## config.mk

```make
export PLATFORM = sky130hd
export DESIGN_NAME = line_card_slave_control_port
export DESIGN_NICKNAME = d
export VERILOG_FILES = /design/src/line_card_pkg.sv /design/src/line_card_slave_control_port.sv /design/src/pin_sync.sv
export SDC_FILE = /design/constraint.sdc
export NUM_CORES = 1
export LEC_CHECK = 0
export BUFFER_PORTS_ARGS = -buffer_cell sky130_fd_sc_hd__buf_2
export CAP_MARGIN = 20
export CELL_PAD_IN_SITES_DETAIL_PLACEMENT = 1
export CELL_PAD_IN_SITES_GLOBAL_PLACEMENT = 2
export CORE_UTILIZATION = 31
export CTS_CLUSTER_SIZE = 12
export DETAILED_ROUTE_END_ITERATION = 12
export PLACE_DENSITY = 0.72
export SYNTH_ARGS = -nofsm -noshare
export SYNTH_HDL_FRONTEND = slang
export SYNTH_HIERARCHICAL = 1
export SYNTH_SLANG_ARGS = --single-unit
```

## constraint.sdc

```tcl
create_clock -name core_clk_i -period 1.1 [get_ports core_clk_i]
set_clock_uncertainty 0.2 [all_clocks]
set_input_delay 0.055 -clock core_clk_i [delete_from_list [all_inputs] [get_ports core_clk_i]]
set_output_delay 0.055 -clock core_clk_i [all_outputs]
set_load 0.01 [all_outputs]
```

## src/line_card_pkg.sv

```systemverilog
// Package with constants and types for the line card slave control port.
package line_card_pkg;

  // ---------------------------------------------------------------------------
  // Operating modes
  // ---------------------------------------------------------------------------
  typedef enum logic [2:0] {
    POWER_DOWN,
    STAND_BY,
    ACTIVE_NP,
    ACTIVE_RP,
    RING_NP,
    RING_RP,
    GROUND_START,
    HI_Z_FEED
  } op_mode_t;

  localparam int          MODE_W          = 3;
  localparam logic [2:0]  CODE_POWER_DOWN = 3'h0;
  localparam logic [2:0]  CODE_STAND_BY   = 3'h1;
  localparam logic [2:0]  CODE_ACTIVE_NP  = 3'h2;
  localparam logic [2:0]  CODE_ACTIVE_RP  = 3'h3;
  localparam logic [2:0]  CODE_RING_NP    = 3'h4;
  localparam logic [2:0]  CODE_RING_RP    = 3'h5;
  localparam logic [2:0]  CODE_GND_START  = 3'h6;
  localparam logic [2:0]  CODE_HI_Z_FEED  = 3'h7;

  // ---------------------------------------------------------------------------
  // Reset values
  // ---------------------------------------------------------------------------
  localparam logic [2:0]  MODE_CODE_RST   = CODE_POWER_DOWN;
  localparam logic        RELAY_RST       = 1'h0;

  // ---------------------------------------------------------------------------
  // Positions of the pins in the synchronised input vector
  // ---------------------------------------------------------------------------
  localparam int          PIN_W           = 16;
  localparam int          P_MODE_BIT_0    = 0;
  localparam int          P_MODE_BIT_1    = 1;
  localparam int          P_MODE_BIT_2    = 2;
  localparam int          P_RELAY_A       = 3;
  localparam int          P_RELAY_B       = 4;
  localparam int          P_CS_IN_N       = 5;
  localparam int          P_CS_OUT_N      = 6;
  localparam int          P_DEV_RESET_N   = 7;
  localparam int          P_MODE_SELECT   = 8;
  localparam int          P_RING_SYNC     = 9;
  localparam int          P_OFF_HOOK      = 10;
  localparam int          P_RING_TRIP     = 11;
  localparam int          P_GROUND_KEY    = 12;
  localparam int          P_THERMAL       = 13;
  localparam int          P_LINE_FAULT    = 14;
  localparam int          P_RING_GROUND   = 15;
  localparam logic [15:0] PIN_RST         = 16'h00E0;

endpackage : line_card_pkg

```

## src/line_card_slave_control_port.sv

```systemverilog
// Slave-mode parallel control port of a subscriber line interface device.
`timescale 1ns/1ns
module line_card_slave_control_port
  import line_card_pkg::*;
(
  input  wire logic       core_clk_i,
  input  wire logic       rst_i,
  input  wire logic       mode_bit_0_i,
  input  wire logic       mode_bit_1_i,
  input  wire logic       mode_bit_2_i,
  input  wire logic       test_relay_bit_a_i,
  input  wire logic       test_relay_bit_b_i,
  input  wire logic       input_chip_select_n_i,
  input  wire logic       output_chip_select_n_i,
  input  wire logic       device_reset_n_i,
  input  wire logic       mode_select_i,
  input  wire logic       ring_sync_clock_i,
  input  wire logic       off_hook_det_i,
  input  wire logic       ring_trip_det_i,
  input  wire logic       ground_key_det_i,
  input  wire logic       thermal_alarm_i,
  input  wire logic       line_fault_i,
  input  wire logic       ring_grounded_i,
  output logic            hook_status_n_o,
  output logic            hook_status_n_oe_o,
  output logic            groundkey_alarm_n_o,
  output logic            groundkey_alarm_n_oe_o,
  output logic            ringer_relay_drive_o,
  output logic            test_relay_drive_a_o,
  output logic            test_relay_drive_b_o,
  output logic            ring_trip_latched_o,
  output logic [2:0]      op_mode_o
);

  // ---------------------------------------------------------------------------
  // Pin synchronisation
  // ---------------------------------------------------------------------------
  logic [PIN_W-1:0] pins_raw;
  logic [PIN_W-1:0] pins_s;

  assign pins_raw[P_MODE_BIT_0]  = mode_bit_0_i;
  assign pins_raw[P_MODE_BIT_1]  = mode_bit_1_i;
  assign pins_raw[P_MODE_BIT_2]  = mode_bit_2_i;
  assign pins_raw[P_RELAY_A]     = test_relay_bit_a_i;
  assign pins_raw[P_RELAY_B]     = test_relay_bit_b_i;
  assign pins_raw[P_CS_IN_N]     = input_chip_select_n_i;
  assign pins_raw[P_CS_OUT_N]    = output_chip_select_n_i;
  assign pins_raw[P_DEV_RESET_N] = device_reset_n_i;
  assign pins_raw[P_MODE_SELECT] = mode_select_i;
  assign pins_raw[P_RING_SYNC]   = ring_sync_clock_i;
  assign pins_raw[P_OFF_HOOK]    = off_hook_det_i;
  assign pins_raw[P_RING_TRIP]   = ring_trip_det_i;
  assign pins_raw[P_GROUND_KEY]  = ground_key_det_i;
  assign pins_raw[P_THERMAL]     = thermal_alarm_i;
  assign pins_raw[P_LINE_FAULT]  = line_fault_i;
  assign pins_raw[P_RING_GROUND] = ring_grounded_i;

  pin_sync #(
    .WIDTH   (PIN_W),
    .RST_VAL (PIN_RST)
  ) u_pin_sync (
    .core_clk_i (core_clk_i),
    .rst_i      (rst_i),
    .pins_i     (pins_raw),
    .pins_o     (pins_s)
  );

  logic [2:0] s_code;
  logic       s_relay_a;
  logic       s_relay_b;
  logic       s_cs_in_n;
  logic       s_cs_out_n;
  logic       dev_rst;
  logic       s_auto_mode;
  logic       s_ring_sync;
  logic       s_off_hook;
  logic       s_ring_trip;
  logic       s_ground_key;
  logic       s_thermal;
  logic       s_line_fault;
  logic       s_ring_ground;

  assign s_code        = {pins_s[P_MODE_BIT_0], pins_s[P_MODE_BIT_1], pins_s[P_MODE_BIT_2]};
  assign s_relay_a     = pins_s[P_RELAY_A];
  assign s_relay_b     = pins_s[P_RELAY_B];
  assign s_cs_in_n     = pins_s[P_CS_IN_N];
  assign s_cs_out_n    = pins_s[P_CS_OUT_N];
  assign dev_rst       = !pins_s[P_DEV_RESET_N];
  assign s_auto_mode   = pins_s[P_MODE_SELECT];
  assign s_ring_sync   = pins_s[P_RING_SYNC];
  assign s_off_hook    = pins_s[P_OFF_HOOK];
  assign s_ring_trip   = pins_s[P_RING_TRIP];
  assign s_ground_key  = pins_s[P_GROUND_KEY];
  assign s_thermal     = pins_s[P_THERMAL];
  assign s_line_fault  = pins_s[P_LINE_FAULT];
  assign s_ring_ground = pins_s[P_RING_GROUND];

  // ---------------------------------------------------------------------------
  // Mode decoding
  // ---------------------------------------------------------------------------
  function automatic op_mode_t decode_mode(input logic [2:0] code);
    op_mode_t m;
    m = POWER_DOWN;
    case (code)
      CODE_POWER_DOWN: m = POWER_DOWN;
      CODE_STAND_BY:   m = STAND_BY;
      CODE_ACTIVE_NP:  m = ACTIVE_NP;
      CODE_ACTIVE_RP:  m = ACTIVE_RP;
      CODE_RING_NP:    m = RING_NP;
      CODE_RING_RP:    m = RING_RP;
      CODE_GND_START:  m = GROUND_START;
      CODE_HI_Z_FEED:  m = HI_Z_FEED;
      default:         m = POWER_DOWN;
    endcase
    return m;
  endfunction : decode_mode

  function automatic logic is_ringing(input op_mode_t m);
    return (m == RING_NP) || (m == RING_RP);
  endfunction : is_ringing

  // ---------------------------------------------------------------------------
  // Input latches
  // ---------------------------------------------------------------------------
  logic [2:0] mode_code_r;
  logic [2:0] prev_code_r;
  logic       relay_a_r;
  logic       relay_b_r;

  always_ff @(posedge core_clk_i) begin
    if (rst_i || dev_rst) begin
      mode_code_r <= MODE_CODE_RST;
      relay_a_r   <= RELAY_RST;
      relay_b_r   <= RELAY_RST;
    end else if (!s_cs_in_n) begin
      mode_code_r <= s_code;
      relay_a_r   <= s_relay_a;
      relay_b_r   <= s_relay_b;
    end
  end

  always_ff @(posedge core_clk_i) begin
    if (rst_i) begin
      prev_code_r <= MODE_CODE_RST;
    end else begin
      prev_code_r <= mode_code_r;
    end
  end

  op_mode_t op_mode;
  logic     mode_changed;
  logic     ringing;

  // Automatic activation is not provided, so that setting idles in power-down.
  assign op_mode      = s_auto_mode ? POWER_DOWN : decode_mode(mode_code_r);
  assign mode_changed = (mode_code_r != prev_code_r);
  assign ringing      = is_ringing(op_mode);

  // ---------------------------------------------------------------------------
  // Ring-trip latch and ringer relay
  // ---------------------------------------------------------------------------
  logic trip_latched_r;
  logic ringer_r;
  logic ring_request;

  always_ff @(posedge core_clk_i) begin
    if (rst_i || dev_rst) begin
      trip_latched_r <= 1'h0;
    end else if (ringing && s_ring_trip) begin
      trip_latched_r <= 1'h1;
    end else if (mode_changed || !ringing) begin
      trip_latched_r <= 1'h0;
    end
  end

  assign ring_request = ringing && !trip_latched_r && !s_thermal && !dev_rst;

  // Once on, the relay stays on through high clock phases; a steady low clock
  // lets the relay follow the request at once.
  always_ff @(posedge core_clk_i) begin
    if (rst_i) begin
      ringer_r <= 1'h0;
    end else begin
      ringer_r <= ring_request && (ringer_r || !s_ring_sync);
    end
  end

  // ---------------------------------------------------------------------------
  // Status outputs
  // ---------------------------------------------------------------------------
  logic hook_n_nxt;
  logic gk_n_nxt;
  logic hook_n_r;
  logic gk_n_r;
  logic status_oe_r;

  always_comb begin
    hook_n_nxt = 1'h1;
    gk_n_nxt   = 1'h1;
    if (dev_rst) begin
      hook_n_nxt = 1'h1;
      gk_n_nxt   = 1'h1;
    end else if (s_thermal) begin
      hook_n_nxt = 1'h0;
      gk_n_nxt   = 1'h0;
    end else begin
      case (op_mode)
        POWER_DOWN: begin
          hook_n_nxt = 1'h1;
          gk_n_nxt   = 1'h1;
        end
        STAND_BY, ACTIVE_NP, ACTIVE_RP: begin
          hook_n_nxt = !s_off_hook;
          gk_n_nxt   = !(s_ground_key || s_line_fault);
        end
        RING_NP, RING_RP: begin
          hook_n_nxt = !trip_latched_r;
          gk_n_nxt   = 1'h1;
        end
        GROUND_START: begin
          if (s_ring_ground) begin
            hook_n_nxt = !s_off_hook;
            gk_n_nxt   = !(s_ground_key || s_line_fault);
          end
        end
        HI_Z_FEED: begin
          hook_n_nxt = !s_off_hook;
          gk_n_nxt   = 1'h1;
        end
        default: begin
          hook_n_nxt = 1'h1;
          gk_n_nxt   = 1'h1;
        end
      endcase
    end
  end

  always_ff @(posedge core_clk_i) begin
    if (rst_i) begin
      hook_n_r <= 1'h1;
      gk_n_r   <= 1'h1;
    end else begin
      hook_n_r <= hook_n_nxt;
      gk_n_r   <= gk_n_nxt;
    end
  end

  always_ff @(posedge core_clk_i) begin
    if (rst_i) begin
      status_oe_r <= 1'h0;
    end else begin
      status_oe_r <= !s_cs_out_n;
    end
  end

  // ---------------------------------------------------------------------------
  // Relay drivers and observation outputs
  // ---------------------------------------------------------------------------
  logic       relay_drive_a_r;
  logic       relay_drive_b_r;
  logic [2:0] op_mode_r;

  always_ff @(posedge core_clk_i) begin
    if (rst_i || dev_rst) begin
      relay_drive_a_r <= 1'h0;
      relay_drive_b_r <= 1'h0;
    end else begin
      relay_drive_a_r <= relay_a_r;
      relay_drive_b_r <= relay_b_r;
    end
  end

  always_ff @(posedge core_clk_i) begin
    if (rst_i) begin
      op_mode_r <= 3'h0;
    end else begin
      op_mode_r <= op_mode;
    end
  end

  assign hook_status_n_o        = hook_n_r;
  assign groundkey_alarm_n_o    = gk_n_r;
  assign hook_status_n_oe_o     = status_oe_r;
  assign groundkey_alarm_n_oe_o = status_oe_r;
  assign ringer_relay_drive_o   = ringer_r;
  assign test_relay_drive_a_o   = relay_drive_a_r;
  assign test_relay_drive_b_o   = relay_drive_b_r;
  assign ring_trip_latched_o    = trip_latched_r;
  assign op_mode_o              = op_mode_r;

  // ---------------------------------------------------------------------------
  // Assertions
  // ---------------------------------------------------------------------------
  status_float_a: assert property (@(posedge core_clk_i) disable iff (rst_i)
    s_cs_out_n |=> !hook_status_n_oe_o && !groundkey_alarm_n_oe_o)
    else $error("Status outputs driven while output select high.");

  latch_capture_a: assert property (@(posedge core_clk_i) disable iff (rst_i)
    (!s_cs_in_n && !dev_rst) |=> (mode_code_r == $past(s_code)) && (relay_a_r == $past(s_relay_a)))
    else $error("Input latch did not capture the bus.");

  latch_hold_a: assert property (@(posedge core_clk_i) disable iff (rst_i)
    (s_cs_in_n && !dev_rst) |=> $stable(mode_code_r) && $stable(relay_b_r))
    else $error("Input latch changed while select high.");

  relay_follow_a: assert property (@(posedge core_clk_i) disable iff (rst_i)
    (!dev_rst && !s_cs_in_n) ##1 !dev_rst |=> (test_relay_drive_a_o == $past(s_relay_a, 2)))
    else $error("Test relay driver does not follow its bit.");

  reset_idle_a: assert property (@(posedge core_clk_i) disable iff (rst_i)
    dev_rst |=> !test_relay_drive_a_o && !test_relay_drive_b_o && hook_status_n_o
                && groundkey_alarm_n_o && !ringer_relay_drive_o)
    else $error("Reset idle state not honoured.");

  thermal_low_a: assert property (@(posedge core_clk_i) disable iff (rst_i)
    (s_thermal && !dev_rst) |=> !hook_status_n_o && !groundkey_alarm_n_o && !ringer_relay_drive_o)
    else $error("Thermal alarm did not force status low.");

  ringer_sync_a: assert property (@(posedge core_clk_i) disable iff (rst_i)
    $rose(ringer_relay_drive_o) |-> $past(!s_ring_sync) && $past(ringing))
    else $error("Ringer relay turned on outside a low clock phase.");

  ringer_on_a: assert property (@(posedge core_clk_i) disable iff (rst_i)
    (ring_request && !s_ring_sync) |=> ringer_relay_drive_o)
    else $error("Ringer relay not activated in ringing.");

  trip_release_a: assert property (@(posedge core_clk_i) disable iff (rst_i)
    (ringing && s_ring_trip && !dev_rst) |=> ##1 !ringer_relay_drive_o && !hook_status_n_o)
    else $error("Ring-trip did not release ringer and pull hook low.");

  trip_hold_a: assert property (@(posedge core_clk_i) disable iff (rst_i)
    (trip_latched_r && ringing && !mode_changed && !dev_rst) |=> trip_latched_r)
    else $error("Ring-trip latch dropped without a mode change.");

  power_down_a: assert property (@(posedge core_clk_i) disable iff (rst_i)
    (op_mode == POWER_DOWN && !s_thermal) |=> hook_status_n_o && groundkey_alarm_n_o
                                             && !ringer_relay_drive_o)
    else $error("Power-down left a function enabled.");

  ringing_gk_a: assert property (@(posedge core_clk_i) disable iff (rst_i)
    (ringing && !s_thermal) |=> groundkey_alarm_n_o)
    else $error("Ground-key output active while ringing.");

endmodule : line_card_slave_control_port

```

## src/pin_sync.sv

```systemverilog
// Two flip-flop synchroniser for a vector of asynchronous pins.
`timescale 1ns/1ns
module pin_sync #(
  parameter int               WIDTH   = 1,
  parameter logic [WIDTH-1:0] RST_VAL = '0
) (
  input  wire logic             core_clk_i,
  input  wire logic             rst_i,
  input  wire logic [WIDTH-1:0] pins_i,
  output logic      [WIDTH-1:0] pins_o
);

  logic [WIDTH-1:0] meta_r;

  // ---------------------------------------------------------------------------
  // Synchroniser stages
  // ---------------------------------------------------------------------------
  always_ff @(posedge core_clk_i) begin
    if (rst_i) begin
      meta_r <= RST_VAL;
      pins_o <= RST_VAL;
    end else begin
      meta_r <= pins_i;
      pins_o <= meta_r;
    end
  end

endmodule : pin_sync

```

Word level (Yosys, flattened, before mapping)
Memory sizes are Yosys's and may differ from the RTL's. A register that Yosys moved wholly into a read port is not among the register bits.
Index checks and enable logic that the tools add are counted.
{"block": "word_totals", "ff_bits": 50, "romBits": 24, "input_bits": 18, "out_inout_bits": 11, "n_memories": 1}
{"memory": "(name not given)", "depth": 8, "word_bits": 3, "read_ports": 1, "rd_clocked_by_memory_dff": 1, "write_ports": 0, "line_no": "line_card_slave_control_port.sv:104", "source": "case (code)"}
{"block": "op_classes", "eq_ne": 8, "muxes": 11, "bitwise": 1, "n_reduce_logical": 25}
{"cell": "== test 3 bit (second input constant)", "n": 4}
{"cell": "two-way mux 3 bit", "n": 3}
{"cell": "logical NOT 1 bit", "n": 8}
{"cell": "OR reduction 4 bit", "n": 2}
{"cell": "== test 3 x 2 -> 1 bit (second input constant)", "n": 2}
{"cell": "two-way mux 1 bit", "n": 6}
{"cell": "logical AND 1 bit", "n": 5}
{"cell": "logical OR 1 bit", "n": 5}
{"cell": "one-hot mux 1 bit (4 select lines)", "n": 1}
{"cell": "OR reduction 2 bit", "n": 2}
{"cell": "== test 3 x 1 -> 1 bit (second input constant)", "n": 1}
{"cell": "logical NOT 3 bit", "n": 1}
{"cell": "inequality test 3 bit", "n": 1}
{"cell": "one-hot mux 1 bit (3 select lines)", "n": 1}
{"cell": "OR reduction 3 bit", "n": 1}
{"cell": "nonzero test 2 bit", "n": 1}
{"cell": "inverter 1 bit", "n": 1}

Depth between registers and ports, before layout
{"block": "depth", "word_depth": 7, "mapped_depth": 3, "mapped_depth_nobuf": 3}

Modules after synthesis
Netlist, hierarchy kept.
{"module": "pin_sync", "instances": 1, "cells_each": 67, "area_per_inst_um2": 862.1}
{"module": "line_card_slave_control_port", "instances": 1, "cells_each": 67, "area_per_inst_um2": 729.4}

Least setup slack after synthesis
Ideal clock, no wire load.
{"block": "synth_timing", "path_kind": "register -> register", "start": "register u_pin_sync.pins_o[8]", "end": "register ringer_r (netlist: ringer_relay_drive_o)", "setup_ns": 0.103, "t_arrival_ns": 0.867, "slack_ns": -0.071, "path_stages_with_launch": 4, "n_path_buf": 0, "period_less_slack_ns": 1.171, "path_cell_list": "dfxtp_1 -> nor2_2 -> nand4_1 -> a2111oi_2"}
{"block": "synth_between", "elab_chain_cells": 7, "elab_cells_between_ends": 8, "cone_classes": "2 x eq/ne; 1 x mux; 5 x reduce/logical"}
{"item": "start, declared", "line_no": "pin_sync.sv:10", "source": "output logic [WIDTH-1:0] pins_o"}
{"item": "start signal, assigned", "line_no": "pin_sync.sv:24", "source": "pins_o <= meta_r;"}
{"item": "two-way mux 3 bit *", "line_no": "line_card_slave_control_port.sv:155", "source": "assign op_mode = s_auto_mode ? POWER_DOWN : decode_mode(mode_code_r);"}
{"item": "== test 3 bit", "line_no": "line_card_slave_control_port.sv:119", "source": "return (m == RING_NP) || (m == RING_RP);"}
{"item": "logical OR 1 bit *", "line_no": "line_card_slave_control_port.sv:119"}
{"item": "logical AND 1 bit * (3 in a row)", "line_no": "line_card_slave_control_port.sv:176", "source": "assign ring_request = ringing && !trip_latched_r && !s_thermal && !dev_rst;"}
{"item": "logical AND 1 bit *", "line_no": "line_card_slave_control_port.sv:184", "source": "ringer_r <= ring_request && (ringer_r || !s_ring_sync);"}
{"item": "end signal, assigned", "line_no": "line_card_slave_control_port.sv:184"}
{"item": "end, declared", "line_no": "line_card_slave_control_port.sv:163", "source": "logic ringer_r;"}
Mark *: on every way between the ends. The rest lies on a longest branch, timed or not.
A chain may end at the register's enable or synchronous reset.

==> impl_metrics.yaml <==
power_and_ir_drop:
  ir_drop_mv: 0.5657
  power_leakage_nw: 0.9006
  cellPowerDensity_nw_per_um2: 1477
  total_power_mw: 3.197
critical_path:
  crit_path_max_fanout: 6
  cp.arrival_ps: 1170
  crit_chain: "nand2b_4 -> a311oi_2 -> o221ai_1"
  cp-end-kind: "register"
  crit_buf_inv: 0
  r2r_cells: 3
  cp.required_ps: 1060
  startpoint_type: "register"
  cpMaxStageDelayCell: "dfxtp_4"
  r2r_slack_ps: -110
  path_class: "register to register"
  path_delay_family: "flip-flops"
  max_stage_delay_ps: 370
  r2r_end: "hook_status_n_o$_SDFF_PP1_"
cells_and_area:
  n_antenna_cell: 0
  fillCellCount: 542
  area_growth_syn_to_layout_pct: 36.01
  final_nets: 205
  post-route-util_pct: 44.94
  drive_gt1_share_pct: 29.79
  fin_area_um2: 2165
sta:
  setup_slack_ps: -108.8
  tightest_slew_ps: 259.8
  slew_viol_final: 0
  relSlewSlack_pct: 82.68
  fmax_ghz: 0.8272
  timing_hold_violations_final: 1
  fin_crit_sh_pct: 109.9
  rsz0062_at_grt: "yes"
  finalCriticalPeriod_ps: 1209
  whs_ps: -38.72
  finalSetupViolCount: 5
clocking:
  hold_buffers: 16
  clk_pin_slew_ps: 80
  cts_tree: "yes"
  clk_latency_ps: 290
  cts_setup_buffers: 0
  cts_buffer_depth: 2
  cts_buffers: 5
  h-tree-depth: 2
  cts_sinks: 53
  cts-root-buf: "clkbuf_8"
synthesis:
  yosysSeqAreaShare_pct: 66.67
  synth_top_area_cell: "dfxtp_1"
  syn_inst: 134
  synth_cell_type_count: 26
  ys.warnings.count: 6
  netlist_area_um2: 1592
  ys_seq_elements: 53
  syn_nets: 152
  synth_area_leaders: "dfxtp_1 67%, nor2b_1 11%, mux2i_1 3.1%, or2_1 2.4%, and2b_1 1.9%"
  synth_top_area_share_pct: 66.67
  syn_avg_cell_area_um2: 11.88
global_route:
  grt_pass1_vias: 1080
  gr-max-usage-layer: "met2"
  grt_antenna_before_repair: 0
  met3_usage_pct: 4.115
  track_usage_pct: 12.18
  grt_max_degree: 36
  grt_pass1_wl_um: 4823
  grt_use_met2_pct: 21.30
  grt_use_met1_pct: 12.90
  overflow: 0
place:
  placed_area_um2: 1857
  port-buffer-count: 28
  gp_congestion: 0.8418
  place_hpwl_um: 2023
  preCtsSetupSlack_ps: -212.4
worst_hold_path:
  min_from: "rst_i"
  holdCritPathClass: "input port to register"
  hold_end: "op_mode_o[2]$_SDFF_PP0_"
  min_path_cells: 3
die:
  io_pins: 29
  fp.coreArea_um2: 4817
  die_w_um: 73.65
  initial_core_util_pct: 33.04
  dieArea_um2: 5424
  row_count: 25
  die_height_um: 73.65
route:
  routed_wirelength_um: 2843
  initialDrtViolationCount: 31
  first_pass_iters: 2
  ant_nets: 0
  wire_per_inst_um: 11.15
  viasPerCell: 4.047
  vias: 1032
  drcViolationCount: 0
run:
  cap_violations: 0
outcome:
  outcome: "finished with violations"
  violations: "hold timing, setup timing"
==> worst reg2reg max path, stage by stage, from the launching register on <==
cell and delay (ps):
dfxtp_4 370, nand2b_4 150, a311oi_2 200, o221ai_1 170
==> layout by cell type, fill, tap and decap left out, types with 4 or more instances in the layout <==
cell / n
dfxtp_1: 47
nor2b_1: 27
buf_2: 27
dlygate4sd3_1: 16
nor2_1: 6
or2_1: 6
mux2i_1: 5
clkbuf_8: 5
buf_4: 5
and2b_1: 4
dfxtp_2: 4
==> how the worst max path moves through the flow <==
| stage | start | endpoint | slack [ps] | depth (start not counted) |
|---|---|---|---|---|
| 2_1_floorplan | register | hook_status_n_o$_SDFF_PP1_ | -50 | 3 |
| 3_3_place_gp | register | hook_status_n_o$_SDFF_PP1_ | -90 | 3 |
| 3_5_place_dp | u_pin_sync/pins_o[8]$_SDFF_PP0_ | ringer_relay_drive_o$_SDFF_PP0_ | -210 | 3 |
| 4_1_cts | register | hook_status_n_o$_SDFF_PP1_ | -110 | 3 |
| 5_1_grt | register | hook_status_n_o$_SDFF_PP1_ | -160 | 3 |
| 6_report | register | hook_status_n_o$_SDFF_PP1_ | -110 | 3 |
==> registers in the layout (all words and copies together), names as in the netlist, named ones only <==
name,count
groundkey_alarm_n_o,1
groundkey_alarm_n_oe_o,1
hook_status_n_o,1
mode_code_r,3
op_mode_o,3
prev_code_r,3
relay_a_r,1
relay_b_r,1
ring_trip_latched_o,1
ringer_relay_drive_o,1
test_relay_drive_a_o,1
test_relay_drive_b_o,1
u_pin_sync/meta_r,16
u_pin_sync/pins_o,16
==> through the flow <==
stage          instances  setup TNS (ps)
2_1_floorplan        134          -103.3
3_3_place_gp         231          -194.4
3_5_place_dp         231          -510.2
4_1_cts              255          -314.9
5_1_grt              255          -546.4
6_report             255          -309.2
==> cells in the mapped netlist <==
master     instances
o221ai_1           1
a21boi_0           1
nor2b_1           27
buf_4              1
nor3_1             2
nand2b_1           4
and2b_1            4
nor2_2             1
a311oi_1           1
o21bai_1           1
mux2i_1            5
a211oi_1           1
nand4_1            1
or2_1              6
a41oi_1            1
dfxtp_1           53
o21ai_0            1
inv_1              3
a2111oi_2          1
nand2_1            1
buf_6              1
nor3b_1            1
xnor2_1            3
nor2_1             7
and2_1             3
buf_2              3
==> where the power goes <==
group / internal (mW) / leakage [nW] / switching [mW]
Clock: 0.453 / 0.0395 / 0.555
Sequential: 1.98 / 0.437 / 0.0263
Combinational: 0.120 / 0.424 / 0.0671
==> what timing repair did <==
| item | 4_1_cts | 5_1_grt |
|---|---|---|
| resized for setup | 11 | 7 |
| pin swaps | 3 | 5 |
| setup endpoints to repair | 9 | 5 |
| endpoints found under the hold margin | 18 | 1 |
==> area by class of cell <==
type	instances	area, um^2	share of cell area, %
timing repair buffer	51	375.4	17.34
sequential	53	1074	49.60
multi-input combinational	73	540.5	24.97
inverter	3	11.26	0.5202
clock buffer	8	80.08	3.699
tap	67	83.83	3.873
==> cells by family after synthesis <==
kind of cell	count (synthesis)	synth area share, %
DFF	53	66.67
xor gates and xnor gates	3	1.651
and+or+nand+nor	57	21.38
AOI/OAI and AO/OA	8	4.324
buffers and inverters	8	2.830
muxes	5	3.145
==> layer usage <==
metal  wire length [um]  share of wire, %
met3                 95               3.3
met2               1511                53
met5                  0                 0
met4                 60               2.1
met1               1175                41
(Power assumes the default switching activity.)
